===== config.mk =====
export PLATFORM = sky130hd
export DESIGN_NAME = dtc_timer_top
export DESIGN_NICKNAME = d
export VERILOG_FILES = /design/src/verilog/dtc_pkg.sv /design/src/verilog/dtc_pin_if.sv /design/src/verilog/dtc_pin_sync.sv /design/src/verilog/dtc_prescale.sv /design/src/verilog/dtc_timer_top.sv
export SDC_FILE = /design/constraint.sdc
export NUM_CORES = 1
export LEC_CHECK = 0
export BUFFER_PORTS_ARGS = -buffer_cell sky130_fd_sc_hd__buf_2
export CAP_MARGIN = 20
export CORE_UTILIZATION = 25
export DETAILED_ROUTE_END_ITERATION = 16
export SETUP_SLACK_MARGIN = 0.05
export SLEW_MARGIN = 0
export SYNTH_ARGS = -nofsm -noshare
export SYNTH_HDL_FRONTEND = slang
export SYNTH_HIERARCHICAL = 1
export SYNTH_SLANG_ARGS = --single-unit

===== constraint.sdc =====
create_clock -name CLK -period 2.85 [get_ports CLK]
set_clock_uncertainty 0.05 [all_clocks]
set_input_delay 0.4275 -clock CLK [delete_from_list [all_inputs] [get_ports CLK]]
set_output_delay 0.4275 -clock CLK [all_outputs]
set_load 0.01 [all_outputs]

===== src/verilog/dtc_pkg.sv =====
/*
  Constants for the dual timer/counter: register offsets, field positions,
  reset values, mode codes, divider counts and interrupt vectors.
  Assumes an 8-bit register port with byte addresses.
*/
`default_nettype none
package dtc_pkg;
  // Register offsets, one byte each.
  localparam logic [7:0] OFS_CONTROL_FLAGS = 8'h88;
  localparam logic [7:0] OFS_MODE_SELECT   = 8'h89;
  localparam logic [7:0] OFS_T0_LOW        = 8'h8a;
  localparam logic [7:0] OFS_T1_LOW        = 8'h8b;
  localparam logic [7:0] OFS_T0_HIGH       = 8'h8c;
  localparam logic [7:0] OFS_T1_HIGH       = 8'h8d;
  localparam logic [7:0] OFS_DIVIDER_CTRL  = 8'h8e;
  localparam logic [7:0] OFS_INT_ENABLE    = 8'ha8;
  localparam logic [7:0] OFS_INT_PRIORITY  = 8'hb8;
  localparam logic [7:0] OFS_EVENT_STATUS  = 8'hf0;
  localparam logic [7:0] OFS_EVENT_MASK    = 8'hf1;

  localparam logic [7:0] RST_BYTE = 8'h00;

  // Field positions in timer_control_flags.
  localparam int BIT_T1_FLAG = 7;
  localparam int BIT_T1_RUN  = 6;
  localparam int BIT_T0_FLAG = 5;
  localparam int BIT_T0_RUN  = 4;
  // Field positions in timer_mode_select; timer 1 fields sit four bits higher.
  localparam int BIT_GATE    = 3;
  localparam int BIT_CT      = 2;
  localparam int POS_MODE    = 0;
  localparam int T1_SHIFT    = 4;
  // Field positions in clock_divider_control.
  localparam int BIT_T1_DIV  = 4;
  localparam int BIT_T0_DIV  = 3;
  // Field positions in interrupt_enable and interrupt_priority.
  localparam int BIT_GLOBAL_EN = 7;
  localparam int BIT_T1_INT    = 3;
  localparam int BIT_T0_INT    = 1;
  localparam logic [7:0] IE_WRITABLE = 8'hbf;
  localparam logic [7:0] IP_WRITABLE = 8'h3f;
  // Event status bits.
  localparam int EVT_T0 = 0;
  localparam int EVT_T1 = 1;
  localparam logic [7:0] EVT_WRITABLE = 8'h03;

  // Mode field codes.
  localparam logic [1:0] MODE_13BIT  = 2'h0;
  localparam logic [1:0] MODE_16BIT  = 2'h1;
  localparam logic [1:0] MODE_RELOAD = 2'h2;
  localparam logic [1:0] MODE_SPLIT  = 2'h3;

  // System clock divisions for the internal tick.
  localparam int DIV_FAST = 4;
  localparam int DIV_SLOW = 12;

  // Interrupt vectors and natural priorities (lower number is served first).
  localparam logic [7:0] VEC_T0  = 8'h0b;
  localparam logic [7:0] VEC_T1  = 8'h1b;
  localparam int         NAT_T0  = 2;
  localparam int         NAT_T1  = 4;
endpackage : dtc_pkg
`default_nettype wire


===== src/verilog/dtc_pin_if.sv =====
/*
  Carrier for one synchronised input pin: its sampled level and a one-cycle
  falling-edge pulse. Assumes both ends run on the same clock.
*/
`default_nettype none
interface dtc_pin_if;
  logic level;
  logic fall;
  modport drive (output level, output fall);
  modport use_pin (input level, input fall);
endinterface : dtc_pin_if
`default_nettype wire


===== src/verilog/dtc_pin_sync.sv =====
/*
  Two-flop synchroniser for one asynchronous pin, plus a third sample used
  only for falling-edge detection. Assumes the pin may change at any time.
*/
`default_nettype none
module dtc_pin_sync (
  input  wire logic  clk,
  input  wire logic  reset,
  input  wire logic  pin,
  dtc_pin_if.drive   pin_o
);
  import dtc_pkg::*;

  typedef struct packed {
    logic meta;
    logic sample;
    logic prev;
  } dtc_sync_t;

  dtc_sync_t state;
  dtc_sync_t next_state;

  always_comb begin
    next_state        = state;
    next_state.meta   = pin;
    next_state.sample = state.meta;
    next_state.prev   = state.sample;
  end

  always_ff @(posedge clk) begin
    if (reset) begin
      state <= '{meta: 1'b1, sample: 1'b1, prev: 1'b1};
    end else begin
      state <= next_state;
    end
  end

  // Falling edge: previous sample high, current sample low.
  assign pin_o.level = state.sample;
  assign pin_o.fall  = state.prev & ~state.sample;
endmodule : dtc_pin_sync
`default_nettype wire


===== src/verilog/dtc_prescale.sv =====
/*
  Free-running divider that pulses a tick once every DIV_FAST or DIV_SLOW
  system clocks. Assumes fast_sel comes from a register on the same clock.
*/
`default_nettype none
module dtc_prescale #(
  parameter int CNT_W = 4
) (
  input  wire logic clk,
  input  wire logic reset,
  input  wire logic fast_sel,
  output logic      tick
);
  import dtc_pkg::*;

  localparam logic [CNT_W-1:0] LAST_FAST = CNT_W'(DIV_FAST - 1);
  localparam logic [CNT_W-1:0] LAST_SLOW = CNT_W'(DIV_SLOW - 1);

  typedef struct packed {
    logic [CNT_W-1:0] cnt;
  } dtc_div_t;

  dtc_div_t         state;
  dtc_div_t         next_state;
  logic [CNT_W-1:0] last;

  // A change of division mid-period is safe: the compare is >= so the
  // counter never runs past the new limit.
  always_comb begin
    last       = fast_sel ? LAST_FAST : LAST_SLOW;
    tick       = (state.cnt >= last);
    next_state = state;
    if (tick) begin
      next_state.cnt = '0;
    end else begin
      next_state.cnt = state.cnt + CNT_W'(1);
    end
  end

  always_ff @(posedge clk) begin
    if (reset) begin
      state <= '{cnt: '0};
    end else begin
      state <= next_state;
    end
  end
endmodule : dtc_prescale
`default_nettype wire


===== src/verilog/dtc_timer_top.sv =====
/*
  Two 8+8-bit timer/counters with four modes, a byte register port, timer
  interrupt requests with priority and vector, and a status/mask interrupt.
  Assumes the core pulses VECTOR_ACK0/1 for one cycle when it vectors to a
  timer's routine, and that pins arrive asynchronously.

// Notes on behaviour
// - Internal tick is system clock divided by 4 when divider bit is 1, else 12.
// - Counter mode increments once per falling pin edge, never on rising edges.
// - Count and gate pins are sampled every clock; edges come from samples.
// - Two-bit mode field: 0 13-bit, 1 16-bit, 2 auto-reload, 3 split or hold.
// - Mode 0 counts high byte over low five bits; upper low bits ignored.
// - Mode 0 sets overflow flag when 13-bit count wraps to zero.
// - Mode 1 cascades both bytes as 16 bits; wrap sets overflow flag.
// - Mode 2 counts low byte; overflow sets flag and reloads from high byte.
// - Mode 3 splits timer 0 in two bytes; timer 1 in mode 3 holds.
// - Split high byte runs on timer 1 run bit and sets timer 1 flag.
// - With gating set, count only while gate pin high and run set.
// - Counter/timer select 1 counts pin edges, 0 counts divided clock.
// - Run bit 1 counts; 0 stops and holds the value.
// - Overflow flag clears when the core signals vectoring to that routine.
// - Priority bit 1 places the timer interrupt in the high level.
// - Software writes to interrupt bits act exactly like hardware changes.
// - Timer 0 vector 0x0B natural priority 2; timer 1 vector 0x1B priority 4.
*/
// The plain strobed port was left to the implementer.
`default_nettype none
module dtc_timer_top (
  input  wire logic  CLK,
  input  wire logic  RESET,
  input  wire logic  [7:0] ADDR,
  input  wire logic  [7:0] WDATA,
  input  wire logic  WR,
  input  wire logic  RD,
  output logic       [7:0] RDATA,
  input  wire logic  TIMER0_COUNT_PIN,
  input  wire logic  TIMER1_COUNT_PIN,
  input  wire logic  TIMER0_GATE_PIN,
  input  wire logic  TIMER1_GATE_PIN,
  input  wire logic  VECTOR_ACK0,
  input  wire logic  VECTOR_ACK1,
  output logic       TIMER0_REQ,
  output logic       TIMER1_REQ,
  output logic       TIMER0_PRIO_HIGH,
  output logic       TIMER1_PRIO_HIGH,
  output logic       REQ_VALID,
  output logic       REQ_HIGH,
  output logic       [7:0] REQ_VECTOR,
  output logic       IRQ
);
  import dtc_pkg::*;

  typedef struct packed {
    logic [7:0] control_flags;
    logic [7:0] mode_select;
    logic [7:0] t0_low;
    logic [7:0] t1_low;
    logic [7:0] t0_high;
    logic [7:0] t1_high;
    logic [7:0] divider_ctrl;
    logic [7:0] int_enable;
    logic [7:0] int_priority;
    logic [7:0] event_status;
    logic [7:0] event_mask;
    logic [7:0] rdata;
    logic [7:0] req_vector;
    logic       req_valid;
    logic       req_high;
    logic       t0_req;
    logic       t1_req;
  } dtc_state_t;

  dtc_state_t state;
  dtc_state_t next_state;

  dtc_pin_if cnt0_if ();
  dtc_pin_if cnt1_if ();
  dtc_pin_if timer0_gate_pin_if ();
  dtc_pin_if timer1_gate_pin_if ();

  logic tick0;
  logic tick1;

  dtc_pin_sync u_cnt0 (
    .clk   (CLK),
    .reset (RESET),
    .pin   (TIMER0_COUNT_PIN),
    .pin_o (cnt0_if)
  );

  dtc_pin_sync u_cnt1 (
    .clk   (CLK),
    .reset (RESET),
    .pin   (TIMER1_COUNT_PIN),
    .pin_o (cnt1_if)
  );

  dtc_pin_sync u_timer0_gate_pin (
    .clk   (CLK),
    .reset (RESET),
    .pin   (TIMER0_GATE_PIN),
    .pin_o (timer0_gate_pin_if)
  );

  dtc_pin_sync u_timer1_gate_pin (
    .clk   (CLK),
    .reset (RESET),
    .pin   (TIMER1_GATE_PIN),
    .pin_o (timer1_gate_pin_if)
  );

  // Each timer has its own free-running divider, so the first tick after a
  // run bit is set may come early; internal timing is exact to one tick.
  dtc_prescale #(.CNT_W(4)) u_div0 (
    .clk      (CLK),
    .reset    (RESET),
    .fast_sel (state.divider_ctrl[BIT_T0_DIV]),
    .tick     (tick0)
  );

  dtc_prescale #(.CNT_W(4)) u_div1 (
    .clk      (CLK),
    .reset    (RESET),
    .fast_sel (state.divider_ctrl[BIT_T1_DIV]),
    .tick     (tick1)
  );

  // One count step for a high/low byte pair. Result is {overflow, high, low}.
  function automatic logic [16:0] dtc_step(
    input logic [1:0] mode,
    input logic [7:0] hi,
    input logic [7:0] lo,
    input logic       inc
  );
    logic       ovf;
    logic [7:0] nhi;
    logic [7:0] nlo;
    logic [15:0] both;
    ovf  = 1'b0;
    nhi  = hi;
    nlo  = lo;
    both = {hi, lo} + 16'h0001;
    if (inc) begin
      // All four codes are legal, so the case needs no default.
      unique case (mode)
        MODE_13BIT: begin
          // The upper three low-byte bits are left untouched.
          nlo[4:0] = lo[4:0] + 5'h01;
          if (lo[4:0] == 5'h1f) begin
            nhi = hi + 8'h01;
            ovf = (hi == 8'hff);
          end
        end
        MODE_16BIT: begin
          nhi = both[15:8];
          nlo = both[7:0];
          ovf = ({hi, lo} == 16'hffff);
        end
        MODE_RELOAD: begin
          ovf = (lo == 8'hff);
          nlo = ovf ? hi : lo + 8'h01;
        end
        MODE_SPLIT: begin
          ovf = (lo == 8'hff);
          nlo = lo + 8'h01;
        end
      endcase
    end
    return {ovf, nhi, nlo};
  endfunction : dtc_step

  // Per-cycle values of the count and request logic below.
  logic [1:0]  mode0;
  logic [1:0]  mode1;
  logic        en0;
  logic        en1;
  logic        inc0;
  logic        inc1;
  logic        inc0_high;
  logic        split0;
  logic [16:0] step0;
  logic [16:0] step1;
  logic [8:0]  high0_sum;
  logic        ovf0;
  logic        ovf1;
  logic        req0;
  logic        req1;
  logic        hi0;
  logic        hi1;

  always_comb begin
    next_state = state;

    mode0  = state.mode_select[POS_MODE +: 2];
    mode1  = state.mode_select[POS_MODE + T1_SHIFT +: 2];
    split0 = (mode0 == MODE_SPLIT);

    // Gate and run combine into the count enable of each timer.
    en0 = state.control_flags[BIT_T0_RUN] &
          (~state.mode_select[BIT_GATE] | timer0_gate_pin_if.level);
    en1 = state.control_flags[BIT_T1_RUN] &
          (~state.mode_select[BIT_GATE + T1_SHIFT] | timer1_gate_pin_if.level);

    inc0 = en0 & (state.mode_select[BIT_CT] ? cnt0_if.fall : tick0);
    inc1 = en1 & (state.mode_select[BIT_CT + T1_SHIFT] ? cnt1_if.fall : tick1);
    // Timer 1 in mode 3 holds its count, as if its run bit were clear.
    if (mode1 == MODE_SPLIT) begin
      inc1 = 1'b0;
    end

    // Both timers share one step function; only their arguments differ.
    step0 = dtc_step(mode0, state.t0_high, state.t0_low, inc0);
    step1 = dtc_step(mode1, state.t1_high, state.t1_low, inc1);

    // The split high byte is a pure timer on timer 0's divided clock,
    // enabled by timer 1's run bit alone.
    inc0_high = split0 & state.control_flags[BIT_T1_RUN] & tick0;
    high0_sum = {1'b0, state.t0_high} + 9'h001;

    next_state.t0_low  = step0[7:0];
    next_state.t0_high = split0 ? (inc0_high ? high0_sum[7:0] : state.t0_high) : step0[15:8];
    next_state.t1_low  = step1[7:0];
    next_state.t1_high = step1[15:8];

    ovf0 = step0[16];
    // While timer 0 is split, timer 1's own overflow no longer reaches its flag.
    ovf1 = split0 ? (inc0_high & high0_sum[8]) : step1[16];

    // Register writes: a software write to a count byte wins over counting.
    // Unmapped offsets and the read-only status byte ignore writes.
    if (WR) begin
      unique case (ADDR)
        OFS_CONTROL_FLAGS: next_state.control_flags = WDATA;
        OFS_MODE_SELECT:   next_state.mode_select   = WDATA;
        OFS_T0_LOW:        next_state.t0_low        = WDATA;
        OFS_T1_LOW:        next_state.t1_low        = WDATA;
        OFS_T0_HIGH:       next_state.t0_high       = WDATA;
        OFS_T1_HIGH:       next_state.t1_high       = WDATA;
        OFS_DIVIDER_CTRL:  next_state.divider_ctrl  = WDATA;
        OFS_INT_ENABLE:    next_state.int_enable    = WDATA & IE_WRITABLE;
        OFS_INT_PRIORITY:  next_state.int_priority  = WDATA & IP_WRITABLE;
        OFS_EVENT_MASK:    next_state.event_mask    = WDATA & EVT_WRITABLE;
        default: ;
      endcase
    end

    // Vectoring clears the flag; a same-cycle overflow still sets it.
    if (VECTOR_ACK0) begin
      next_state.control_flags[BIT_T0_FLAG] = 1'b0;
    end
    if (VECTOR_ACK1) begin
      next_state.control_flags[BIT_T1_FLAG] = 1'b0;
    end
    if (ovf0) begin
      next_state.control_flags[BIT_T0_FLAG] = 1'b1;
    end
    if (ovf1) begin
      next_state.control_flags[BIT_T1_FLAG] = 1'b1;
    end

    // Sticky overflow events: a status read clears them, a new event wins.
    if (RD && ADDR == OFS_EVENT_STATUS) begin
      next_state.event_status = 8'h00;
    end
    if (ovf0) begin
      next_state.event_status[EVT_T0] = 1'b1;
    end
    if (ovf1) begin
      next_state.event_status[EVT_T1] = 1'b1;
    end

    // Read data stands in the cycle after the strobe only.
    next_state.rdata = 8'h00;
    if (RD) begin
      unique case (ADDR)
        OFS_CONTROL_FLAGS: next_state.rdata = state.control_flags;
        OFS_MODE_SELECT:   next_state.rdata = state.mode_select;
        OFS_T0_LOW:        next_state.rdata = state.t0_low;
        OFS_T1_LOW:        next_state.rdata = state.t1_low;
        OFS_T0_HIGH:       next_state.rdata = state.t0_high;
        OFS_T1_HIGH:       next_state.rdata = state.t1_high;
        OFS_DIVIDER_CTRL:  next_state.rdata = state.divider_ctrl;
        OFS_INT_ENABLE:    next_state.rdata = state.int_enable;
        OFS_INT_PRIORITY:  next_state.rdata = state.int_priority;
        OFS_EVENT_STATUS:  next_state.rdata = state.event_status;
        OFS_EVENT_MASK:    next_state.rdata = state.event_mask;
        default:           next_state.rdata = 8'h00;
      endcase
    end

    // Requests follow the registered flags, so a software set or clear of a
    // flag or enable raises or cancels a request just as hardware does.
    req0 = state.control_flags[BIT_T0_FLAG] & state.int_enable[BIT_T0_INT] &
           state.int_enable[BIT_GLOBAL_EN];
    req1 = state.control_flags[BIT_T1_FLAG] & state.int_enable[BIT_T1_INT] &
           state.int_enable[BIT_GLOBAL_EN];
    hi0  = state.int_priority[BIT_T0_INT];
    hi1  = state.int_priority[BIT_T1_INT];

    next_state.t0_req    = req0;
    next_state.t1_req    = req1;
    next_state.req_valid = req0 | req1;
    next_state.req_high  = (req0 & hi0) | (req1 & hi1);
    next_state.req_vector = 8'h00;
    // High level first; inside a level the lower natural priority wins.
    if (req0 && (hi0 || !(req1 && hi1)) && (NAT_T0 < NAT_T1 || !req1)) begin
      next_state.req_vector = VEC_T0;
    end else if (req1) begin
      next_state.req_vector = VEC_T1;
    end
    if (req0 && req1 && hi1 && !hi0) begin
      next_state.req_vector = VEC_T1;
    end
  end

  // Count bytes reset to zero although software loads them before use; a
  // known value keeps early reads deterministic.
  always_ff @(posedge CLK) begin
    if (RESET) begin
      state <= '{control_flags: RST_BYTE, mode_select: RST_BYTE, t0_low: RST_BYTE,
                 t1_low: RST_BYTE, t0_high: RST_BYTE, t1_high: RST_BYTE,
                 divider_ctrl: RST_BYTE, int_enable: RST_BYTE, int_priority: RST_BYTE,
                 event_status: RST_BYTE, event_mask: RST_BYTE, rdata: RST_BYTE,
                 req_vector: RST_BYTE, req_valid: 1'b0, req_high: 1'b0,
                 t0_req: 1'b0, t1_req: 1'b0};
    end else begin
      state <= next_state;
    end
  end

  assign RDATA            = state.rdata;
  assign TIMER0_REQ       = state.t0_req;
  assign TIMER1_REQ       = state.t1_req;
  assign TIMER0_PRIO_HIGH = state.int_priority[BIT_T0_INT];
  assign TIMER1_PRIO_HIGH = state.int_priority[BIT_T1_INT];
  assign REQ_VALID        = state.req_valid;
  assign REQ_HIGH         = state.req_high;
  assign REQ_VECTOR       = state.req_vector;
  // Built from registers, so the line drops one cycle after the clearing read.
  assign IRQ              = |(state.event_status & state.event_mask);
endmodule : dtc_timer_top
`default_nettype wire

==> results of run 1 <==
metrics by stage:
step                setup slack, ps  power (mW)  hold slack [ps]  area, um^2  instances
floorplan                       655        1.63              335        5990        713
global route                    254        3.02              180        6720       1045
finish                          432        2.93              186        6720       1045
CTS                             485        2.95              172        6720       1045
detailed placement              377        1.71              343        6430       1029
global placement                380        1.71              338        6430       1029
cell type report:
cell class | instances | area, um^2 | share of cell area
flip-flops and latches | 105 | 2100 | 0.313
multi-input cells | 533 | 3540 | 0.526
repair buffers | 63 | 363 | 0.0540
well taps | 319 | 399 | 0.0594
clock buffers | 9 | 225 | 0.0335
clock inverters | 7 | 62.6 | 0.00931
inverters | 9 | 33.8 | 0.00503
state kept, by name, indices dropped and copies added, names as in the netlist, 2 cells and up:
signal / cells
state: 67
REQ_VECTOR: 2
u_div0/state: 4
mode0: 2
RDATA: 8
mode1: 2
u_div1/state: 4
routing by layer:
| layer | routed length [um] | track usage | up-vias | part of all wire |
|---|---|---|---|---|
| li1 | - | - | 2605 | - |
| met1 | 8660 | 0.215 | 2662 | 0.46 |
| met2 | 8320 | 0.242 | 216 | 0.44 |
| met3 | 1240 | 0.0252 | 35 | 0.066 |
| met4 | 563 | 0.0640 | 0 | 0.030 |
| met5 | 0 | 0 | - | 0 |
worst paths after layout:
check | start | to | cells after the start
worst max-delay path | state[84] | state[71] | 8
worst min-delay path | TIMER1_GATE_PIN | u_timer1_gate_pin/next_state[1] | 2
worst max register to register | state[84] | state[71] | 8
worst min register to register | u_timer0_gate_pin/next_state[1] | u_timer0_gate_pin/pin_o.level | 1
worst register-to-register path, delay by kind of cell (launching register included):
kind            cells  cell delay (ps)
compound gates      3              660
fa+ha+maj           2              550
simple gates        2              540
flops               1              410
xor+xnor            1              100
power by group through the flow:
stage	logic (mW)	registers [mW]	clock network [mW]
after CTS	0.180	1.50	1.28
after detailed placement	0.180	1.53	0
final	0.183	1.50	1.25
after global routing	0.194	1.50	1.33
after global placement	0.179	1.53	0
after floorplan	0.111	1.52	0
==> flow_summary.yaml, run 1 <==
floorplan:
  die_x_um: 157
  start_util: 0.255
  die_y_um: 157
  ios: 49
  dieArea_um2: 24600
  placementRows: 56
  coreArea_um2: 23500
cells_and_area:
  fillers: 2541
  area_growth_pct: 12.4
  nets: 758
  mostFrequentLayoutCells: "dfxtp_1, nor2_1, nand2_1"
  layout_commonest_cell: "dfxtp_1"
  num_antenna_cells: 0
  drive_gt1_frac: 0.145
  final_util: 0.286
hold_path:
  hp-class: "in -> reg"
sta:
  period_needed_ps: 2420
  timing.final.crit_share: 0.848
  rsz0062_at_grt: "no"
  relSlewSlack: 0.500
  slew_viol_final: 0
  worstMarginPinSlew_ps: 750
  max_freq_mhz: 414
  tns_ps: 0
  finalHoldViolCount: 0
  setup_viol: 0
setup_path:
  critPathLaunchType: "flip-flop"
  path_max_fanout: 9
  cp_num_buf_inv: 0
  crit_path_top_delay_cell: "dfxtp_1"
  critPathKind: "reg -> reg"
  rrSetupSlack_ps: 430
  path_delay_family: "compound AO/OA/AOI/OAI gates"
  crit_path_end_kind: "flip-flop"
  slowest_delay_ps: 410
  worstPathArrival_ps: 2640
  path_cells: "ha_1 -> and3_1 -> ha_1 -> nor2b_1 -> a31oi_1 -> a211oi_1 -> xnor2_1 -> a211oi_1"
  cp.required_ps: 3080
power:
  p_int_mw: 2.15
  swShare: 0.265
  power.switching_uw: 777
  clockPowerShare: 0.427
  max-vdd-ir-drop_uv: 284
  leakage_nw: 2.54
  pwr-share-seq: 0.510
  p_comb_frac: 0.062
  power_density_nw_per_um2: 436
drt:
  drt_iter0_markers: 586
  drtAntennaViolNets: 0
  routedWlPerCell_um: 18.0
  wirelength_mm: 18.8
  drtPass1Iterations: 5
  viasPerCell: 5.28
  vias: 5518
  drc_errors: 0
clock_tree:
  cts_tree: "yes"
  root_buffer: "clkbuf_16"
  cts_hold_buf: 0
  clockBufferDepth: 2
  cts_setup_buffers: 0
  post_cts_resized: 0
  cts_buffers: 9
  clkSlewWorstSetupHoldPaths_ps: 80
  clkLatencyLatePin_ps: 370
  htreeDepth: 3
  clock_sinks: 105
place:
  gp_congestion: 0.892
  io_buffers: 44
  hpwl_mm: 13.6
global_route:
  grt_pass1_vias: 5086
  grt_use_total: 0.157
  grt-ovfl-total: 0
  grt_max_degree: 42
  grt_pass1_wl_mm: 29.3
  antenna_found_initial: 0
logic_synthesis:
  syn_area_per_cell_um2: 8.43
  syn-cell-area_um2: 5980
  yosysWarnings: 6
  syn_inst: 710
status:
  outcome: "finished clean"
job:
  maxCapViolations: 0
No activity file was read; power rests on OpenSTA's default activity.
==> run 2, diff against run 1 <==
==> constraint.sdc (replaced) <==
create_clock -name CLK -period 2.4 [get_ports CLK]
set_clock_uncertainty 0.05 [all_clocks]
set_input_delay 0.36 -clock CLK [delete_from_list [all_inputs] [get_ports CLK]]
set_output_delay 0.36 -clock CLK [all_outputs]
set_load 0.01 [all_outputs]
==> run 2 against run 1 <==
Against the previous run: global-route usage up 0.32 points; largest cell class unchanged; die area did not move; sequential share of layout area down 0.75 points; highest routed layer unchanged; sequential power grew 19%.
==> flow_summary.yaml, run 2 (synthesis results as in run 1) <==
status:
  outcome: "finished clean"
place:
  gp_congestion: 0.918
  place_inst: 1045
  pre_cts_slack_ps: 106
  io_buffers: 44
  hpwl_mm: 14.0
  placed_cell_area_um2: 6560
clock_tree:
  cts_buffers: 9
  clockBufferDepth: 2
  htreeDepth: 3
  clkLatencyLatePin_ps: 360
  clock_sinks: 105
  cts_tree: "yes"
  root_buffer: "clkbuf_16"
  cts_hold_buf: 0
  clkSlewWorstSetupHoldPaths_ps: 70
sta:
  tns_ps: 0
  worst_slack_ps: 148
  rsz0062_at_grt: "yes"
  slew_viol_final: 0
  max_freq_mhz: 444
  relSlewSlack: 0.625
  timing.final.crit_share: 0.938
  worstMarginPinSlew_ps: 561
  period_needed_ps: 2250
  setup_viol: 0
  finalHoldViolCount: 0
  whs_ps: 127
setup_path:
  critPathKind: "reg -> reg"
  path_max_fanout: 9
  path_cells: "ha_1 -> o21ai_2 -> nand2b_1 -> mux2_4 -> and3_2 -> a41o_1 -> a221oi_1 -> nor4_1"
  slowest_delay_ps: 330
  crit_path_end_kind: "flip-flop"
  critPathLaunchType: "flip-flop"
  cp.required_ps: 2590
  crit_path_top_delay_cell: "dfxtp_1"
  rrSetupSlack_ps: 150
  worstPathArrival_ps: 2450
power:
  p_int_mw: 2.68
  pwr-share-seq: 0.503
  clockPowerShare: 0.433
  swShare: 0.241
  total_power_mw: 3.53
  power.switching_uw: 850
  power_density_nw_per_um2: 513
  p_comb_frac: 0.063
  leakage_nw: 2.63
  max-vdd-ir-drop_uv: 311
global_route:
  grt_use_total: 0.160
  antenna_found_initial: 0
  grt_max_degree: 37
  grt_pass1_vias: 5255
  grt_pass1_wl_mm: 29.9
  grt-ovfl-total: 0
drt:
  viasPerCell: 5.25
  drtPass1Iterations: 5
  vias: 5570
  drc_errors: 0
  drtAntennaViolNets: 0
  wirelength_mm: 19.1
  drt_iter0_markers: 448
  routedWlPerCell_um: 18.0
floorplan:
  placementRows: 56
  die_x_um: 157
  start_util: 0.255
  ios: 49
  dieArea_um2: 24600
  coreArea_um2: 23500
  die_y_um: 157
cells_and_area:
  drive_gt1_frac: 0.173
  largest_register_ffs: 67
  regMostFlops: "state"
  fillers: 2511
  final_cells: 1061
  mostFrequentLayoutCells: "dfxtp_1, nor2_1, nand2_1"
  nets: 774
  area_growth_pct: 15.1
  final_util: 0.293
  layout_commonest_cell: "dfxtp_1"
  fin_area_um2: 6890
  num_antenna_cells: 0
job:
  maxCapViolations: 0
hold_path:
  hp-class: "in -> reg"
==> run 2: area by class of cell <==
type | instances | area, um^2 | share of cell area
Tap cell | 319 | 399 | 0.0579
Clock inverter | 5 | 61.3 | 0.00890
Timing Repair Buffer | 79 | 483 | 0.0701
Sequential cell | 105 | 2100 | 0.305
Clock buffer | 11 | 243 | 0.0352
Inverter | 9 | 33.8 | 0.00490
Multi-Input combinational cell | 533 | 3570 | 0.518
==> run 2: what timing repair did <==
item | CTS | global route
endpoints found under the setup margin | 0 | 10
setup buffers | 0 | 0
resized for setup | 0 | 9
==> run 2: metal layers <==
metal  global-route usage  wire [um]
met5                    0          0
met2                0.251       8630
met1                0.215       8850
met4               0.0551        471
met3               0.0327       1180
==> run 2: power by group through the flow <==
stage	Sequential, mW	Combinational (mW)	Clock (mW)
floorplan	1.81	0.132	0
detailed placement	1.82	0.221	0
global route	1.78	0.241	1.62
CTS	1.78	0.222	1.57
finish	1.78	0.224	1.53
global placement	1.82	0.220	0
==> run 2: path summary, 6_finish.rpt <==
kind,cells after the start,end,from
max,8,state[72],u_div0/state[0]
min,2,u_cnt1/next_state[1],TIMER1_COUNT_PIN
max reg2reg,8,state[72],u_div0/state[0]
min reg2reg,1,u_timer1_gate_pin/pin_o.level,u_timer1_gate_pin/next_state[1]
==> run 2: critical path, delay by kind of cell (launching register included) <==
kind | cells | cell delay [ps]
DFF | 1 | 330
and+or+nand+nor | 3 | 480
muxes | 1 | 320
AOI/OAI and AO/OA | 3 | 730
adders and majority gates | 1 | 240
